--- src/pkg/nct_pkg.sv ---
package nct_pkg;
   // Command codes
   localparam logic [3:0] CMD_VFY_ALL = 4'h0;
   localparam logic [3:0] CMD_VFY_FBLK = 4'h1;
   localparam logic [3:0] CMD_VFY_EBLK = 4'h2;
   localparam logic [3:0] CMD_VFY_FSEC = 4'h3;
   localparam logic [3:0] CMD_VFY_ESEC = 4'h4;
   localparam logic [3:0] CMD_PGM_F2 = 4'h5;
   localparam logic [3:0] CMD_PGM_F4 = 4'h6;
   localparam logic [3:0] CMD_PGM_E1 = 4'h7;
   localparam logic [3:0] CMD_PGM_E2 = 4'h8;
   localparam logic [3:0] CMD_PGM_E3 = 4'h9;
   localparam logic [3:0] CMD_PGM_E4 = 4'hA;
   localparam logic [3:0] CMD_VFY_KEY = 4'hB;
   localparam logic [3:0] CMD_MARGIN = 4'hC;
   // Bus-clock cycle counts
   localparam logic [11:0] BUS_VFY_ALL = 12'h73A;
   localparam logic [11:0] BUS_VFY_FBLK = 12'h617;
   localparam logic [11:0] BUS_VFY_EBLK = 12'h2AA;
   localparam logic [11:0] BUS_VFY_FSEC = 12'h1EE;
   localparam logic [11:0] BUS_VFY_ESEC = 12'h22B;
   localparam logic [11:0] BUS_PGM_F2 = 12'h57F;
   localparam logic [11:0] BUS_PGM_F4 = 12'h85A;
   localparam logic [11:0] BUS_PGM_E1 = 12'h55B;
   localparam logic [11:0] BUS_PGM_E2 = 12'h848;
   localparam logic [11:0] BUS_PGM_E3 = 12'hB35;
   localparam logic [11:0] BUS_PGM_E4 = 12'hE22;
   localparam logic [11:0] BUS_VFY_KEY = 12'h1D0;
   localparam logic [11:0] BUS_MARGIN = 12'h19D;
   // Operation-clock cycle counts
   localparam logic [7:0] OP_NONE = 8'h00;
   localparam logic [7:0] OP_PGM_F2 = 8'h44;
   localparam logic [7:0] OP_PGM_F4 = 8'h7A;
   localparam logic [7:0] OP_PGM_E1 = 8'h2F;
   localparam logic [7:0] OP_PGM_E2 = 8'h5E;
   localparam logic [7:0] OP_PGM_E3 = 8'h8D;
   localparam logic [7:0] OP_PGM_E4 = 8'hBC;
   typedef enum logic [1:0] {ST_IDLE, ST_BUS, ST_OP} nct_state_t;
endpackage

--- src/verilog/nct_core.sv ---
`timescale 1ns/10ps
// Operation
// - Duration is op cycles plus bus cycles
// - Verify all blocks: 1850 bus cycles
// - Verify flash block: 1559 bus cycles
// - Verify EEPROM block: 682 bus cycles
// - Verify flash section: 494 bus cycles
// - Verify EEPROM section: 555 bus cycles
// - Flash two words: 68 op, 1407 bus
// - Flash four words: 122 op, 2138 bus
// - EEPROM one byte: 47 op, 1371 bus
// - EEPROM two bytes: 94 op, 2120 bus
// - EEPROM three bytes: 141 op, 2869 bus
// - EEPROM four bytes: 188 op, 3618 bus
// - Backdoor key check: 464 bus cycles
// - Margin load: 413 bus cycles
module nct_core (
   input wire logic REF_CLK,
   input wire logic NRST,
   input wire logic OP_TICK,
   input wire logic START,
   input wire logic [3:0] CMD,
   input wire logic DONE_CLR,
   output logic BUSY,
   output logic DONE,
   output logic CMD_ERR
);
   // =====================================================
   // Command decode
   logic [11:0] bus_len;
   logic [7:0] op_len;
   logic legal;
   always_comb begin
      legal = 1'b1;
      op_len = nct_pkg::OP_NONE;
      bus_len = nct_pkg::BUS_VFY_ALL;
      unique case (CMD)
         nct_pkg::CMD_VFY_ALL: bus_len = nct_pkg::BUS_VFY_ALL;
         nct_pkg::CMD_VFY_FBLK: bus_len = nct_pkg::BUS_VFY_FBLK;
         nct_pkg::CMD_VFY_EBLK: bus_len = nct_pkg::BUS_VFY_EBLK;
         nct_pkg::CMD_VFY_FSEC: bus_len = nct_pkg::BUS_VFY_FSEC;
         nct_pkg::CMD_VFY_ESEC: bus_len = nct_pkg::BUS_VFY_ESEC;
         nct_pkg::CMD_PGM_F2: begin
            bus_len = nct_pkg::BUS_PGM_F2;
            op_len = nct_pkg::OP_PGM_F2;
         end
         nct_pkg::CMD_PGM_F4: begin
            bus_len = nct_pkg::BUS_PGM_F4;
            op_len = nct_pkg::OP_PGM_F4;
         end
         nct_pkg::CMD_PGM_E1: begin
            bus_len = nct_pkg::BUS_PGM_E1;
            op_len = nct_pkg::OP_PGM_E1;
         end
         nct_pkg::CMD_PGM_E2: begin
            bus_len = nct_pkg::BUS_PGM_E2;
            op_len = nct_pkg::OP_PGM_E2;
         end
         nct_pkg::CMD_PGM_E3: begin
            bus_len = nct_pkg::BUS_PGM_E3;
            op_len = nct_pkg::OP_PGM_E3;
         end
         nct_pkg::CMD_PGM_E4: begin
            bus_len = nct_pkg::BUS_PGM_E4;
            op_len = nct_pkg::OP_PGM_E4;
         end
         nct_pkg::CMD_VFY_KEY: bus_len = nct_pkg::BUS_VFY_KEY;
         nct_pkg::CMD_MARGIN: bus_len = nct_pkg::BUS_MARGIN;
         default: legal = 1'b0;
      endcase
   end

   // =====================================================
   // Sequencer: bus phase then operation-clock phase
   nct_pkg::nct_state_t state_reg;
   logic [11:0] bus_cnt_reg;
   logic [7:0] op_cnt_reg;
   logic launch;
   logic finish;
   // Only an idle sequencer accepts a launch; a busy one drops START silently
   assign launch = START && legal && (state_reg == nct_pkg::ST_IDLE);
   assign finish = ((state_reg == nct_pkg::ST_BUS) && bus_cnt_reg == 12'h001 && op_cnt_reg == 8'h00)
      || ((state_reg == nct_pkg::ST_OP) && OP_TICK && op_cnt_reg == 8'h01);

   // Ticks in the bus phase are dropped: the operation phase starts only after the last bus cycle
   always_ff @(posedge REF_CLK or negedge NRST) begin
      if (!NRST) begin
         state_reg <= nct_pkg::ST_IDLE;
         bus_cnt_reg <= 12'h000;
         op_cnt_reg <= 8'h00;
      end else begin
         unique case (state_reg)
            nct_pkg::ST_IDLE: begin
               if (launch) begin
                  state_reg <= nct_pkg::ST_BUS;
                  bus_cnt_reg <= bus_len;
                  op_cnt_reg <= op_len;
               end
            end
            nct_pkg::ST_BUS: begin
               bus_cnt_reg <= bus_cnt_reg - 12'h001;
               if (bus_cnt_reg == 12'h001) begin
                  state_reg <= (op_cnt_reg == 8'h00) ? nct_pkg::ST_IDLE : nct_pkg::ST_OP;
               end
            end
            nct_pkg::ST_OP: begin
               if (OP_TICK) begin
                  op_cnt_reg <= op_cnt_reg - 8'h01;
                  if (op_cnt_reg == 8'h01) begin
                     state_reg <= nct_pkg::ST_IDLE;
                  end
               end
            end
         endcase
      end
   end

   // =====================================================
   // Status outputs
   always_ff @(posedge REF_CLK or negedge NRST) begin
      if (!NRST) begin
         BUSY <= 1'b0;
      end else begin
         BUSY <= (launch || state_reg != nct_pkg::ST_IDLE) && !finish;
      end
   end

   // Completion wins over a clear in the same cycle
   always_ff @(posedge REF_CLK or negedge NRST) begin
      if (!NRST) begin
         DONE <= 1'b0;
      end else if (finish) begin
         DONE <= 1'b1;
      end else if (DONE_CLR || launch) begin
         DONE <= 1'b0;
      end
   end

   // A busy sequencer ignores START, so a bad code is flagged only while idle
   always_ff @(posedge REF_CLK or negedge NRST) begin
      if (!NRST) begin
         CMD_ERR <= 1'b0;
      end else if (START && state_reg == nct_pkg::ST_IDLE) begin
         CMD_ERR <= !legal;
      end
   end

   // =====================================================
   // Checks
   a_busy_on_launch: assert property (@(posedge REF_CLK) disable iff (!NRST)
      launch |=> BUSY) else $error("busy not raised after launch");
   a_busy_state: assert property (@(posedge REF_CLK) disable iff (!NRST)
      BUSY == (state_reg != nct_pkg::ST_IDLE)) else $error("busy and state disagree");
   a_vfy_all_len: assert property (@(posedge REF_CLK) disable iff (!NRST)
      (launch && CMD == nct_pkg::CMD_VFY_ALL) |=> BUSY [*8]) else $error("verify all ended early");
   a_done_after_finish: assert property (@(posedge REF_CLK) disable iff (!NRST)
      finish |=> (DONE && !BUSY)) else $error("done not set at finish");
   a_busy_fall_done: assert property (@(posedge REF_CLK) disable iff (!NRST)
      $fell(BUSY) |-> DONE) else $error("busy fell without done");
   a_done_rise: assert property (@(posedge REF_CLK) disable iff (!NRST)
      $rose(DONE) |-> $past(finish)) else $error("done rose without finish");
   a_no_relaunch: assert property (@(posedge REF_CLK) disable iff (!NRST)
      (state_reg == nct_pkg::ST_BUS && START) |=> ($stable(op_cnt_reg) && $stable(CMD_ERR)))
      else $error("start taken while busy");
   a_cmd_err_set: assert property (@(posedge REF_CLK) disable iff (!NRST)
      (START && state_reg == nct_pkg::ST_IDLE && !legal) |=> CMD_ERR) else $error("illegal code not flagged");
   a_bus_dec: assert property (@(posedge REF_CLK) disable iff (!NRST)
      (state_reg == nct_pkg::ST_BUS) |=> (bus_cnt_reg == $past(bus_cnt_reg) - 12'h001))
      else $error("bus counter stalled");
   a_op_entry: assert property (@(posedge REF_CLK) disable iff (!NRST)
      (state_reg == nct_pkg::ST_BUS && bus_cnt_reg == 12'h001 && op_cnt_reg != 8'h00) |=> (state_reg == nct_pkg::ST_OP))
      else $error("operation phase not entered");
   a_op_hold: assert property (@(posedge REF_CLK) disable iff (!NRST)
      (state_reg == nct_pkg::ST_OP && !OP_TICK) |=> $stable(op_cnt_reg)) else $error("op count moved");
   a_op_dec: assert property (@(posedge REF_CLK) disable iff (!NRST)
      (state_reg == nct_pkg::ST_OP && OP_TICK) |=> (op_cnt_reg == $past(op_cnt_reg) - 8'h01))
      else $error("op count missed a tick");

   // =====================================================
   // Counter loads: each launch must load the cycle counts of its own command
   a_vfy_all_load: assert property (@(posedge REF_CLK) disable iff (!NRST)
      (launch && CMD == nct_pkg::CMD_VFY_ALL) |=> (bus_cnt_reg == 12'h73A && op_cnt_reg == 8'h00))
      else $error("verify all load wrong");
   a_vfy_fblk_load: assert property (@(posedge REF_CLK) disable iff (!NRST)
      (launch && CMD == nct_pkg::CMD_VFY_FBLK) |=> (bus_cnt_reg == 12'h617 && op_cnt_reg == 8'h00))
      else $error("verify flash block load wrong");
   a_vfy_eblk_load: assert property (@(posedge REF_CLK) disable iff (!NRST)
      (launch && CMD == nct_pkg::CMD_VFY_EBLK) |=> (bus_cnt_reg == 12'h2AA && op_cnt_reg == 8'h00))
      else $error("verify eeprom block load wrong");
   a_vfy_fsec_load: assert property (@(posedge REF_CLK) disable iff (!NRST)
      (launch && CMD == nct_pkg::CMD_VFY_FSEC) |=> (bus_cnt_reg == 12'h1EE && op_cnt_reg == 8'h00))
      else $error("verify flash section load wrong");
   a_vfy_esec_load: assert property (@(posedge REF_CLK) disable iff (!NRST)
      (launch && CMD == nct_pkg::CMD_VFY_ESEC) |=> (bus_cnt_reg == 12'h22B && op_cnt_reg == 8'h00))
      else $error("verify eeprom section load wrong");
   a_pgm_f2_load: assert property (@(posedge REF_CLK) disable iff (!NRST)
      (launch && CMD == nct_pkg::CMD_PGM_F2) |=> (bus_cnt_reg == 12'h57F && op_cnt_reg == 8'h44))
      else $error("flash two word load wrong");
   a_pgm_f4_load: assert property (@(posedge REF_CLK) disable iff (!NRST)
      (launch && CMD == nct_pkg::CMD_PGM_F4) |=> (bus_cnt_reg == 12'h85A && op_cnt_reg == 8'h7A))
      else $error("flash four word load wrong");
   a_pgm_op_load: assert property (@(posedge REF_CLK) disable iff (!NRST)
      (launch && CMD == nct_pkg::CMD_PGM_E1) |=> (op_cnt_reg == 8'h2F && bus_cnt_reg == 12'h55B))
      else $error("eeprom byte load wrong");
   a_pgm_e2_load: assert property (@(posedge REF_CLK) disable iff (!NRST)
      (launch && CMD == nct_pkg::CMD_PGM_E2) |=> (bus_cnt_reg == 12'h848 && op_cnt_reg == 8'h5E))
      else $error("eeprom two byte load wrong");
   a_pgm_e3_load: assert property (@(posedge REF_CLK) disable iff (!NRST)
      (launch && CMD == nct_pkg::CMD_PGM_E3) |=> (bus_cnt_reg == 12'hB35 && op_cnt_reg == 8'h8D))
      else $error("eeprom three byte load wrong");
   a_pgm_e4_load: assert property (@(posedge REF_CLK) disable iff (!NRST)
      (launch && CMD == nct_pkg::CMD_PGM_E4) |=> (bus_cnt_reg == 12'hE22 && op_cnt_reg == 8'hBC))
      else $error("eeprom four byte load wrong");
   a_key_load: assert property (@(posedge REF_CLK) disable iff (!NRST)
      (launch && CMD == nct_pkg::CMD_VFY_KEY) |=> (bus_cnt_reg == 12'h1D0 && op_cnt_reg == 8'h00))
      else $error("key check load wrong");
   a_margin_load: assert property (@(posedge REF_CLK) disable iff (!NRST)
      (launch && CMD == nct_pkg::CMD_MARGIN) |=> (bus_cnt_reg == 12'h19D && op_cnt_reg == 8'h00))
      else $error("margin load wrong");
endmodule

--- config.mk ---
export PLATFORM = sky130hd
export DESIGN_NAME = nct_core
export DESIGN_NICKNAME = d
export VERILOG_FILES = /design/src/pkg/nct_pkg.sv /design/src/verilog/nct_core.sv
export SDC_FILE = /design/constraint.sdc
export NUM_CORES = 1
export LEC_CHECK = 0
export ABC_AREA = 1
export BUFFER_PORTS_ARGS = -buffer_cell sky130_fd_sc_hd__buf_2
export CAP_MARGIN = 5
export CORE_MARGIN = 1.5
export CORE_UTILIZATION = 45
export CTS_CLUSTER_SIZE = 25
export DETAILED_ROUTE_END_ITERATION = 8
export PLACE_DENSITY = 0.67
export RECOVER_POWER = 25
export SETUP_SLACK_MARGIN = 0.02
export SLEW_MARGIN = 20
export SYNTH_ARGS = -nofsm -noshare
export SYNTH_HDL_FRONTEND = slang
export SYNTH_SLANG_ARGS = --single-unit
--- constraint.sdc ---
create_clock -name REF_CLK -period 1.8 [get_ports REF_CLK]
set_input_delay 0.09 -clock REF_CLK [delete_from_list [all_inputs] [get_ports REF_CLK]]
set_output_delay 0.09 -clock REF_CLK [all_outputs]
set_load 0.01 [all_outputs]
==> results_dict.tcl, run 1 <==
set metrics [dict create \
    layout_min_cycle_time_ns 1.59 \
    finalHoldViolations 0 \
    cts_root_buf "clkbuf_8" \
    wire_per_inst_um 12.9 \
    grt_pass1_wl_um 8270 \
    clockPowerShare_pct 9.9 \
    rsz0062_at_grt "no" \
    ir_drop_uv 652 \
    max_slew_margin_pct 54.9 \
    drt_first_pass_iters 4 \
    synthAdderAreaFrac_pct 5.06 \
    remaining_drc_errors 0 \
    hpwlAfterDp_um 3610 \
    p_per_area_nw_per_um2 1660 \
    hold_path_class "in2reg" \
    gp_congestion 0.936 \
    endpoint_kind "flop" \
    crit_slowest_cell "dfrtp_1" \
    largest_reg_flops 12 \
    ys_ff_latch 25 \
    placed_cells 361 \
    dr.first_iter.drc_count 95 \
    synth_top_flop_cell "dfrtp_1" \
    avgSynthCellArea_um2 6.61 \
    initial_utilization_pct 48.0 \
    syn2layout_area_growth_pct 9.81 \
    syn-num-nets 316 \
    status "completed" \
    drive_gt1_share_pct 13.3 \
    cp_cell_sequence "inv_1 -> ha_1 -> inv_2 -> o21ai_2 -> o21ai_0 -> a21o_1" \
    clock_path_buffers 2 \
    final_common_cell "nand2_1" \
    clk_latency_ns 0.28 \
    synth_area_um2 1980 \
    cp_slowest_stage_delay_ns 0.41 \
    final_max_slew_viol_count 0 \
    cp_max_fo 9 \
    dieWidth_um 69.3 \
    die_h_um 69.3 \
    finalSetupViolations 0 \
    antenna_left 0 \
    yosys_warnings 0 \
    num_vias 1974 \
    antenna_found_initial 0 \
    num_rows 23 \
    yosysUniqueCellTypes 33 \
    switchingPower_mw 1.79 \
    viasPerCell 5.39 \
    cts_setup_buffers 0 \
    worstPathArrival_ns 1.77 \
    grt_pass1_vias 1800 \
    layout_common_cells "84 x nand2_1, 37 x nor2_1, 30 x nand3_1, 26 x inv_1, 25 x dfrtp_1" \
    cap_violations 0 \
    cts_inserted_buffers 3 \
    num-fill-cells 440 \
    ios 12 \
    coreArea_um2 4120 \
    skew_ns 0.00397 \
    num_antenna_cells 0 \
    clkSlewWorstSetupHoldPaths_ns 0.10 \
    syn_inst 299 \
    async_flop_share_pct 100 \
    synthSimpleGateAreaFrac_pct 37.7 \
    grt_use_total_pct 21.0 \
    grt_overflow_total 0 \
    setup_tns_ns 0 \
    combPwrFrac_pct 61.2 \
    grt_max_degree 26 \
    tightest_slew_ns 0.677 \
    pwr-share-seq_pct 28.9 \
    synthMuxAreaShare_pct 0 \
    swShare_pct 49.7 \
    worst-path-buf-inv 2 \
    p_int_mw 1.81 \
    critPathKind "reg2reg" \
    wirelength_um 4730 \
    synth_compound_area_share_pct 16.1 \
    die_area_um2 4800 \
    htree_levels 1 \
    fin_crit_sh_pct 88.5 \
    synthXorXnorAreaFrac_pct 1.77 \
    synth_edf_count 0 \
    crit_path_start_kind "flop" \
    ys_seq_area_share_pct 31.6 \
    synth_top_family_by_area "simple AND/OR/NAND/NOR gates" \
    final_cells 366 \
    port_buffers 11 \
    layout.nets 334 \
    crit_family "compound AO/OA/AOI/OAI gates" \
    cts_tree "done" \
    clock_sinks 25 \
    leakagePower_nw 1.15 \
    clock.fmax_mhz 627 \
    cp_data_required_time_ns 1.98 \
]
[per-layer routing]
metal / track usage, % / up-vias / part of all wire, %
met3: 1.89 / 5 / 4.3
met1: 30.8 / 908 / 51
met4: 5.88 / 0 / 1.3
met5: 0 / - / 0
li1: - / 1013 / -
met2: 33.0 / 48 / 44
[power groups by stage]
stage | logic (mW) | registers [mW] | clock network [mW]
floorplan | 1.69 | 1.01 | 0
global placement | 2.15 | 1.05 | 0
detailed placement | 2.20 | 1.05 | 0
CTS | 2.20 | 1.04 | 0.362
global route | 2.53 | 1.08 | 0.389
finish | 2.20 | 1.04 | 0.355
[layout make-up]
class	instances	area, um2	share of cell area [%]
Multi-Input combinational cell	237	1200	55.4
Clock buffer	3	41.3	1.90
Clock inverter	1	5.00	0.231
Sequential cell	25	626	28.8
Inverter	31	116	5.36
Tap cell	50	62.6	2.88
Timing Repair Buffer	19	118	5.42
[stage by stage]
step	power, mW	hold slack [ns]	util [%]	setup WS, ns	area [um2]
floorplan	2.70	-0.206	-	0.334	1980
detailed placement	3.25	0.135	51.3	0.0994	2110
CTS	3.60	0.0556	52.7	0.0857	2170
global placement	3.20	0.129	51.3	0.207	2110
finish	3.60	0.0582	52.8	0.206	2170
global route	4.00	0.0743	52.8	0.0720	2170
[Yosys cell counts, drive strengths merged (2+ instances only)]
| cell | number | area (um2) |
|---|---|---|
| dfrtp | 25 | 626 |
| nand3 | 31 | 160 |
| a21oi | 15 | 78.8 |
| o31ai | 2 | 15.0 |
| xor2 | 2 | 17.5 |
| clkbuf | 2 | 8.75 |
| nand3b | 3 | 22.5 |
| a21o | 2 | 15.0 |
| nor2 | 40 | 158 |
| nand4 | 3 | 18.8 |
| ha | 8 | 100 |
| nor3 | 6 | 30.0 |
| xnor2 | 2 | 17.5 |
| nand2 | 89 | 357 |
| inv | 31 | 116 |
| buf | 4 | 26.3 |
| o21ai | 29 | 175 |
[cells by family after synthesis]
| logic type | Yosys count |
|---|---|
| and+or+nand+nor | 172 |
| xor gates and xnor gates | 4 |
| buffers and inverters | 37 |
| DFF | 25 |
| adders and majority gates | 8 |
| AOI/OAI and AO/OA | 53 |
[worst paths after layout]
path / start / slack (ns) / cells after the start / end
setup / recovery: state_reg[1] / 0.21 / 6 / bus_cnt_reg[7]
hold / removal: START / 0.06 / 2 / CMD_ERR
setup reg to reg: state_reg[1] / 0.21 / 6 / bus_cnt_reg[7]
hold reg to reg: bus_cnt_reg[7] / 0.49 / 1 / bus_cnt_reg[7]
max in group asynchronous: NRST / 0.98 / 2 / bus_cnt_reg[10]
min in group asynchronous: NRST / 0.38 / 2 / op_cnt_reg[5]
[repair_timing]
| action | in CTS | in global routing |
|---|---|---|
| endpoints found under the hold margin | 25 | 0 |
| setup endpoints to repair | 0 | 9 |
| gates resized for setup | 0 | 1 |
| hold buffers | 1 | 0 |
Note: power is estimated with default switching activity, not from simulation.
==> run 2: changes to the inputs <==
--- a/config.mk
+++ b/config.mk
@@ -8,7 +8,6 @@
 export ABC_AREA = 1
 export BUFFER_PORTS_ARGS = -buffer_cell sky130_fd_sc_hd__buf_2
 export CAP_MARGIN = 5
-export CORE_MARGIN = 1.5
 export CORE_UTILIZATION = 45
 export CTS_CLUSTER_SIZE = 25
 export DETAILED_ROUTE_END_ITERATION = 8
==> results_dict.tcl, run 2 (synthesis gave the netlist of run 1 again) <==
set metrics [dict create \
    p_per_area_nw_per_um2 1660 \
    grt_use_total_pct 23.0 \
    crit_path_start_kind "flop" \
    antenna_found_initial 0 \
    leakagePower_nw 1.15 \
    endpoint_kind "flop" \
    hold_path_depth 2 \
    dieWidth_um 68.3 \
    grt_pass1_vias 1732 \
    fin_crit_sh_pct 88.5 \
    layout.nets 334 \
    grt_overflow_total 0 \
    clock_sinks 25 \
    cp_slowest_stage_delay_ns 0.41 \
    initial_utilization_pct 48.0 \
    cts_tree "done" \
    final_common_cell "nand2_1" \
    antenna_left 0 \
    gp_congestion 0.920 \
    layout_min_cycle_time_ns 1.59 \
    num_rows 23 \
    hold_path_class "in2reg" \
    clock.fmax_mhz 628 \
    coreArea_um2 4120 \
    drt_first_pass_iters 8 \
    syn2layout_area_growth_pct 9.81 \
    max_slew_margin_pct 56.6 \
    tightest_slew_ns 0.650 \
    num-fill-cells 425 \
    num_antenna_cells 0 \
    clk_latency_ns 0.27 \
    worstPathArrival_ns 1.76 \
    cts_inserted_buffers 3 \
    viasPerCell 5.41 \
    rr_worst_depth 6 \
    cp_data_required_time_ns 1.97 \
    drive_gt1_share_pct 13.3 \
    hpwlAfterDp_um 3610 \
    wire_per_inst_um 12.7 \
    cap_violations 0 \
    finalHoldViolations 0 \
    num_vias 1981 \
    placed_cells 361 \
    critPathKind "reg2reg" \
    clkSlewWorstSetupHoldPaths_ns 0.09 \
    skew_ns 0.00172 \
    remaining_drc_errors 0 \
    grt_pass1_wl_um 8040 \
    die_h_um 68.3 \
    ir_drop_uv 636 \
    cts_setup_buffers 0 \
    die_area_um2 4660 \
    crit_slowest_cell "dfrtp_1" \
    ios 12 \
    layout_common_cells "84 x nand2_1, 37 x nor2_1, 30 x nand3_1, 26 x inv_1, 25 x dfrtp_1" \
    power.total_mw 3.60 \
    rsz0062_at_grt "no" \
    cp_cell_sequence "inv_1 -> ha_1 -> inv_2 -> o21ai_2 -> o21ai_0 -> a21o_1" \
    wirelength_um 4640 \
    clock_path_buffers 2 \
    status "completed" \
    setup_tns_ns 0 \
    seqCellArea_um2 626 \
    largest_reg_flops 12 \
    port_buffers 11 \
    cts_root_buf "clkbuf_8" \
    final_max_slew_viol_count 0 \
    fin_hold_ws_ns 0.0602 \
    cp_max_fo 9 \
    grt_max_degree 26 \
    dr.first_iter.drc_count 129 \
    final_cells 366 \
    htree_levels 1 \
    multi_input_area_um2 1200 \
    finalSetupViolations 0 \
]
run 2: cell counts in the layout (fill, tap and decap cells not counted):
Identical to the previous run, type by type.
run 2: metrics by stage:
step / worst slack, ns / util [%] / area [um2]
6_report: 0.207 / 52.8 / 2170
3_5_place_dp: 0.145 / 51.3 / 2110
2_1_floorplan: 0.334 / - / 1980
3_3_place_gp: 0.200 / 51.3 / 2110
4_1_cts: 0.127 / 52.7 / 2170
5_1_grt: 0.0674 / 52.8 / 2170
run 2: timing repair:
action,CTS,global route
resized for setup,0,1
endpoints found under the setup margin,0,5
hold buffers,1,0
endpoints found under the hold margin,25,0
run 2: final cells by class:
cell class	count	share of cell area [%]
sequential	25	28.8
clock buffer	3	1.90
tap	50	2.88
multi-input combinational	237	55.4
clock inverter	1	0.231
inverter	31	5.36
timing repair buffer	19	5.42
run 2: final timing paths:
kind	from	end	slack [ns]
max in group asynchronous	NRST	bus_cnt_reg[2]	1.01
setup reg to reg	state_reg[1]	bus_cnt_reg[7]	0.21
min in group asynchronous	NRST	op_cnt_reg[0]	0.37
hold reg to reg	bus_cnt_reg[7]	bus_cnt_reg[7]	0.50
setup / recovery	state_reg[1]	bus_cnt_reg[7]	0.21
hold / removal	START	CMD_ERR	0.06
run 2: layer usage:
metal	track usage (%)	up-vias	share of wire (%)
met5	0	-	0
met4	5.47	0	0.73
met3	2.00	2	3.5
met2	35.3	49	45
met1	34.3	919	51
li1	-	1011	-
run 2: critical path: cells and delay by family (launching register included):
kind	cells	cell delay [ns]
AO/OA/AOI/OAI	3	0.66
adder cells (fa/ha/maj)	1	0.27
buffers and inverters	2	0.16
flip-flops	1	0.41
run 2: power by group:
group | internal, mW | total, mW | switching [mW]
registers | 0.824 | 1.05 | 0.225
logic | 0.828 | 2.21 | 1.38
clock network | 0.155 | 0.342 | 0.187
total | 1.81 | 3.60 | 1.80
==> run 3: changes to the inputs <==
--- a/config.mk
+++ b/config.mk
@@ -11,7 +11,7 @@
 export CORE_UTILIZATION = 45
 export CTS_CLUSTER_SIZE = 25
 export DETAILED_ROUTE_END_ITERATION = 8
-export PLACE_DENSITY = 0.67
+export PLACE_DENSITY = 0.69
 export RECOVER_POWER = 25
 export SETUP_SLACK_MARGIN = 0.02
 export SLEW_MARGIN = 20
==> constraint.sdc (replaced) <==
create_clock -name REF_CLK -period 1.4 [get_ports REF_CLK]
set_input_delay 0.07 -clock REF_CLK [delete_from_list [all_inputs] [get_ports REF_CLK]]
set_output_delay 0.07 -clock REF_CLK [all_outputs]
set_load 0.01 [all_outputs]
==> results_dict.tcl, run 3 (synthesis gave the netlist of run 1 again) <==
set metrics [dict create \
    final_max_slew_viol_count 0 \
    grt_pass1_wl_um 8560 \
    remaining_drc_errors 0 \
    drt_first_pass_iters 4 \
    clock.fmax_mhz 687 \
    post_dp_cell_area_um2 2360 \
    pwr-share-seq_pct 20.9 \
    status "complete, but fails checks" \
    multi_input_area_um2 1360 \
    hold_path_class "in2reg" \
    endpoint_kind "flop" \
    final_cells 403 \
    clkSlewWorstSetupHoldPaths_ns 0.11 \
    p_int_mw 3.35 \
    tightest_slew_ns 0.688 \
    grt-busiest-layer "met2" \
    dr.first_iter.drc_count 99 \
    layout_common_cells "82 x nand2_1, 34 x buf_4, 27 x nor2_1, 25 x dfrtp_1, 24 x nand3_1" \
    met3_usage_pct 2.00 \
    clock_path_buffers 2 \
    port_buffers 11 \
    grtUsageMet2_pct 40.0 \
    antenna_found_initial 0 \
    drive_gt1_share_pct 31.4 \
    clockPowerShare_pct 7.5 \
    layout.nets 371 \
    ir_drop_uv 984 \
    critPathKind "reg2reg" \
    worstPathArrival_ns 1.64 \
    cts_root_buf "clkbuf_8" \
    grt_max_degree 26 \
    grt_use_total_pct 24.1 \
    seqCellArea_um2 626 \
    cap_violations 0 \
    skew_ns 0.0112 \
    clock_sinks 25 \
    finalSetupViolations 9 \
    crit_path_start_kind "flop" \
    wirelength_um 5230 \
    cts_inserted_buffers 3 \
    switchingPower_mw 2.85 \
    grt_pass1_vias 1935 \
    ios 12 \
    gr-usage-met1_pct 33.7 \
    p_per_area_nw_per_um2 2330 \
    die_area_um2 4660 \
    dieWidth_um 68.3 \
    num-fill-cells 347 \
    leakagePower_nw 1.35 \
    num_vias 2107 \
    final_common_cell "nand2_1" \
    antenna_left 0 \
    hpwlAfterDp_um 3670 \
    cts_tree "done" \
    fin_crit_sh_pct 104 \
    fin_hold_ws_ns 0.0612 \
    num_antenna_cells 0 \
    wire_per_inst_um 13.0 \
    setup_tns_ns -0.401 \
    combPwrFrac_pct 71.6 \
    die_h_um 68.3 \
    cp_data_required_time_ns 1.58 \
    num_rows 23 \
    layout_min_cycle_time_ns 1.46 \
    violations "setup timing" \
    coreArea_um2 4120 \
    cp_max_fo 6 \
    setup_slack_ns -0.0560 \
    placed_cells 388 \
    initial_utilization_pct 48.0 \
    swShare_pct 46.0 \
    htree_levels 1 \
    fin_util_pct 64.8 \
    finalHoldViolations 0 \
    max_slew_margin_pct 54.1 \
    grt_overflow_total 0 \
    viasPerCell 5.23 \
    final_cell_area_um2 2670 \
    clk_latency_ns 0.28 \
    gp_congestion 0.937 \
    largest_reg_flops 12 \
    syn2layout_area_growth_pct 34.9 \
    rsz0062_at_grt "yes" \
]
-- run 3: cell types whose count changed in the layout (fill, tap and decap cells not counted), moves of 3 or more --
| cell | before | now |
|---|---|---|
| a21oi_2 | 1 | 5 |
| o21ai_1 | 5 | 10 |
| nor2_2 | 3 | 12 |
| o21ai_0 | 20 | 13 |
| nor2_1 | 37 | 27 |
| inv_1 | 26 | 22 |
| ha_1 | 7 | 4 |
| buf_4 | 7 | 34 |
| ha_4 | 0 | 3 |
| buf_6 | 0 | 7 |
| a21oi_1 | 14 | 10 |
| nand3_2 | 1 | 6 |
| nand3_1 | 30 | 24 |
-- run 3: critical path, cell delays in order (launching register included) --
cell and delay, ns:
dfrtp_1 0.41, inv_2 0.09, buf_6 0.10, ha_4 0.15, inv_6 0.05, o21ai_4 0.23
buf_4 0.17, inv_4 0.04, nand2_1 0.07, o21ai_2 0.05
-- run 3: power groups by stage --
stage          clock (mW)  combinational, mW  sequential, mW
6_report            0.464               4.44            1.30
5_1_grt             0.500               4.89            1.34
4_1_cts             0.472               4.00            1.28
3_5_place_dp            0               3.56            1.28
3_3_place_gp            0               3.53            1.27
2_1_floorplan           0               2.26            1.30
-- run 3: area by class of cell --
cell class,count,share of cell area [%]
clock inverter,1,0.282
tap,50,2.35
sequential,25,23.5
clock buffer,3,1.55
inverter,31,4.74
timing repair buffer,55,16.5
timing repair inverter,1,0.282
multi-input combinational,237,50.9
-- run 3: routing by layer --
layer  share of wire, %  routed length [um]  up-vias
met3                3.9                 202        8
met1                 48                2510      952
met4                1.2                  64        0
met5                  0                   0        -
met2                 47                2450       58
li1                   -                   -     1089
-- run 3: final timing paths --
check	from	end	slack [ns]	depth (start not counted)
worst min-delay path	START	CMD_ERR	0.06	2
min in group asynchronous	NRST	CMD_ERR	0.35	2
worst max-delay path	state_reg[0]	op_cnt_reg[1]	-0.06	9
worst min register to register	bus_cnt_reg[7]	bus_cnt_reg[7]	0.49	1
worst max register to register	state_reg[0]	op_cnt_reg[1]	-0.06	9
max in group asynchronous	NRST	bus_cnt_reg[8]	0.60	2
-- run 3: per-stage QoR --
step                power, mW  setup WS (ns)
finish                   6.20        -0.0560
global route             6.74         -0.150
CTS                      5.75        -0.0436
detailed placement       4.84         -0.225
global placement         4.80         -0.169
floorplan                3.56         0.0295
-- run 3: timing repair --
action                     CTS  global route
setup endpoints to repair   23            23
pin swaps                   11             9
cloned                       1             0
hold endpoints to repair    25             0
setup buffers                6             3
hold buffers                 1             0
gates resized for setup     24            30
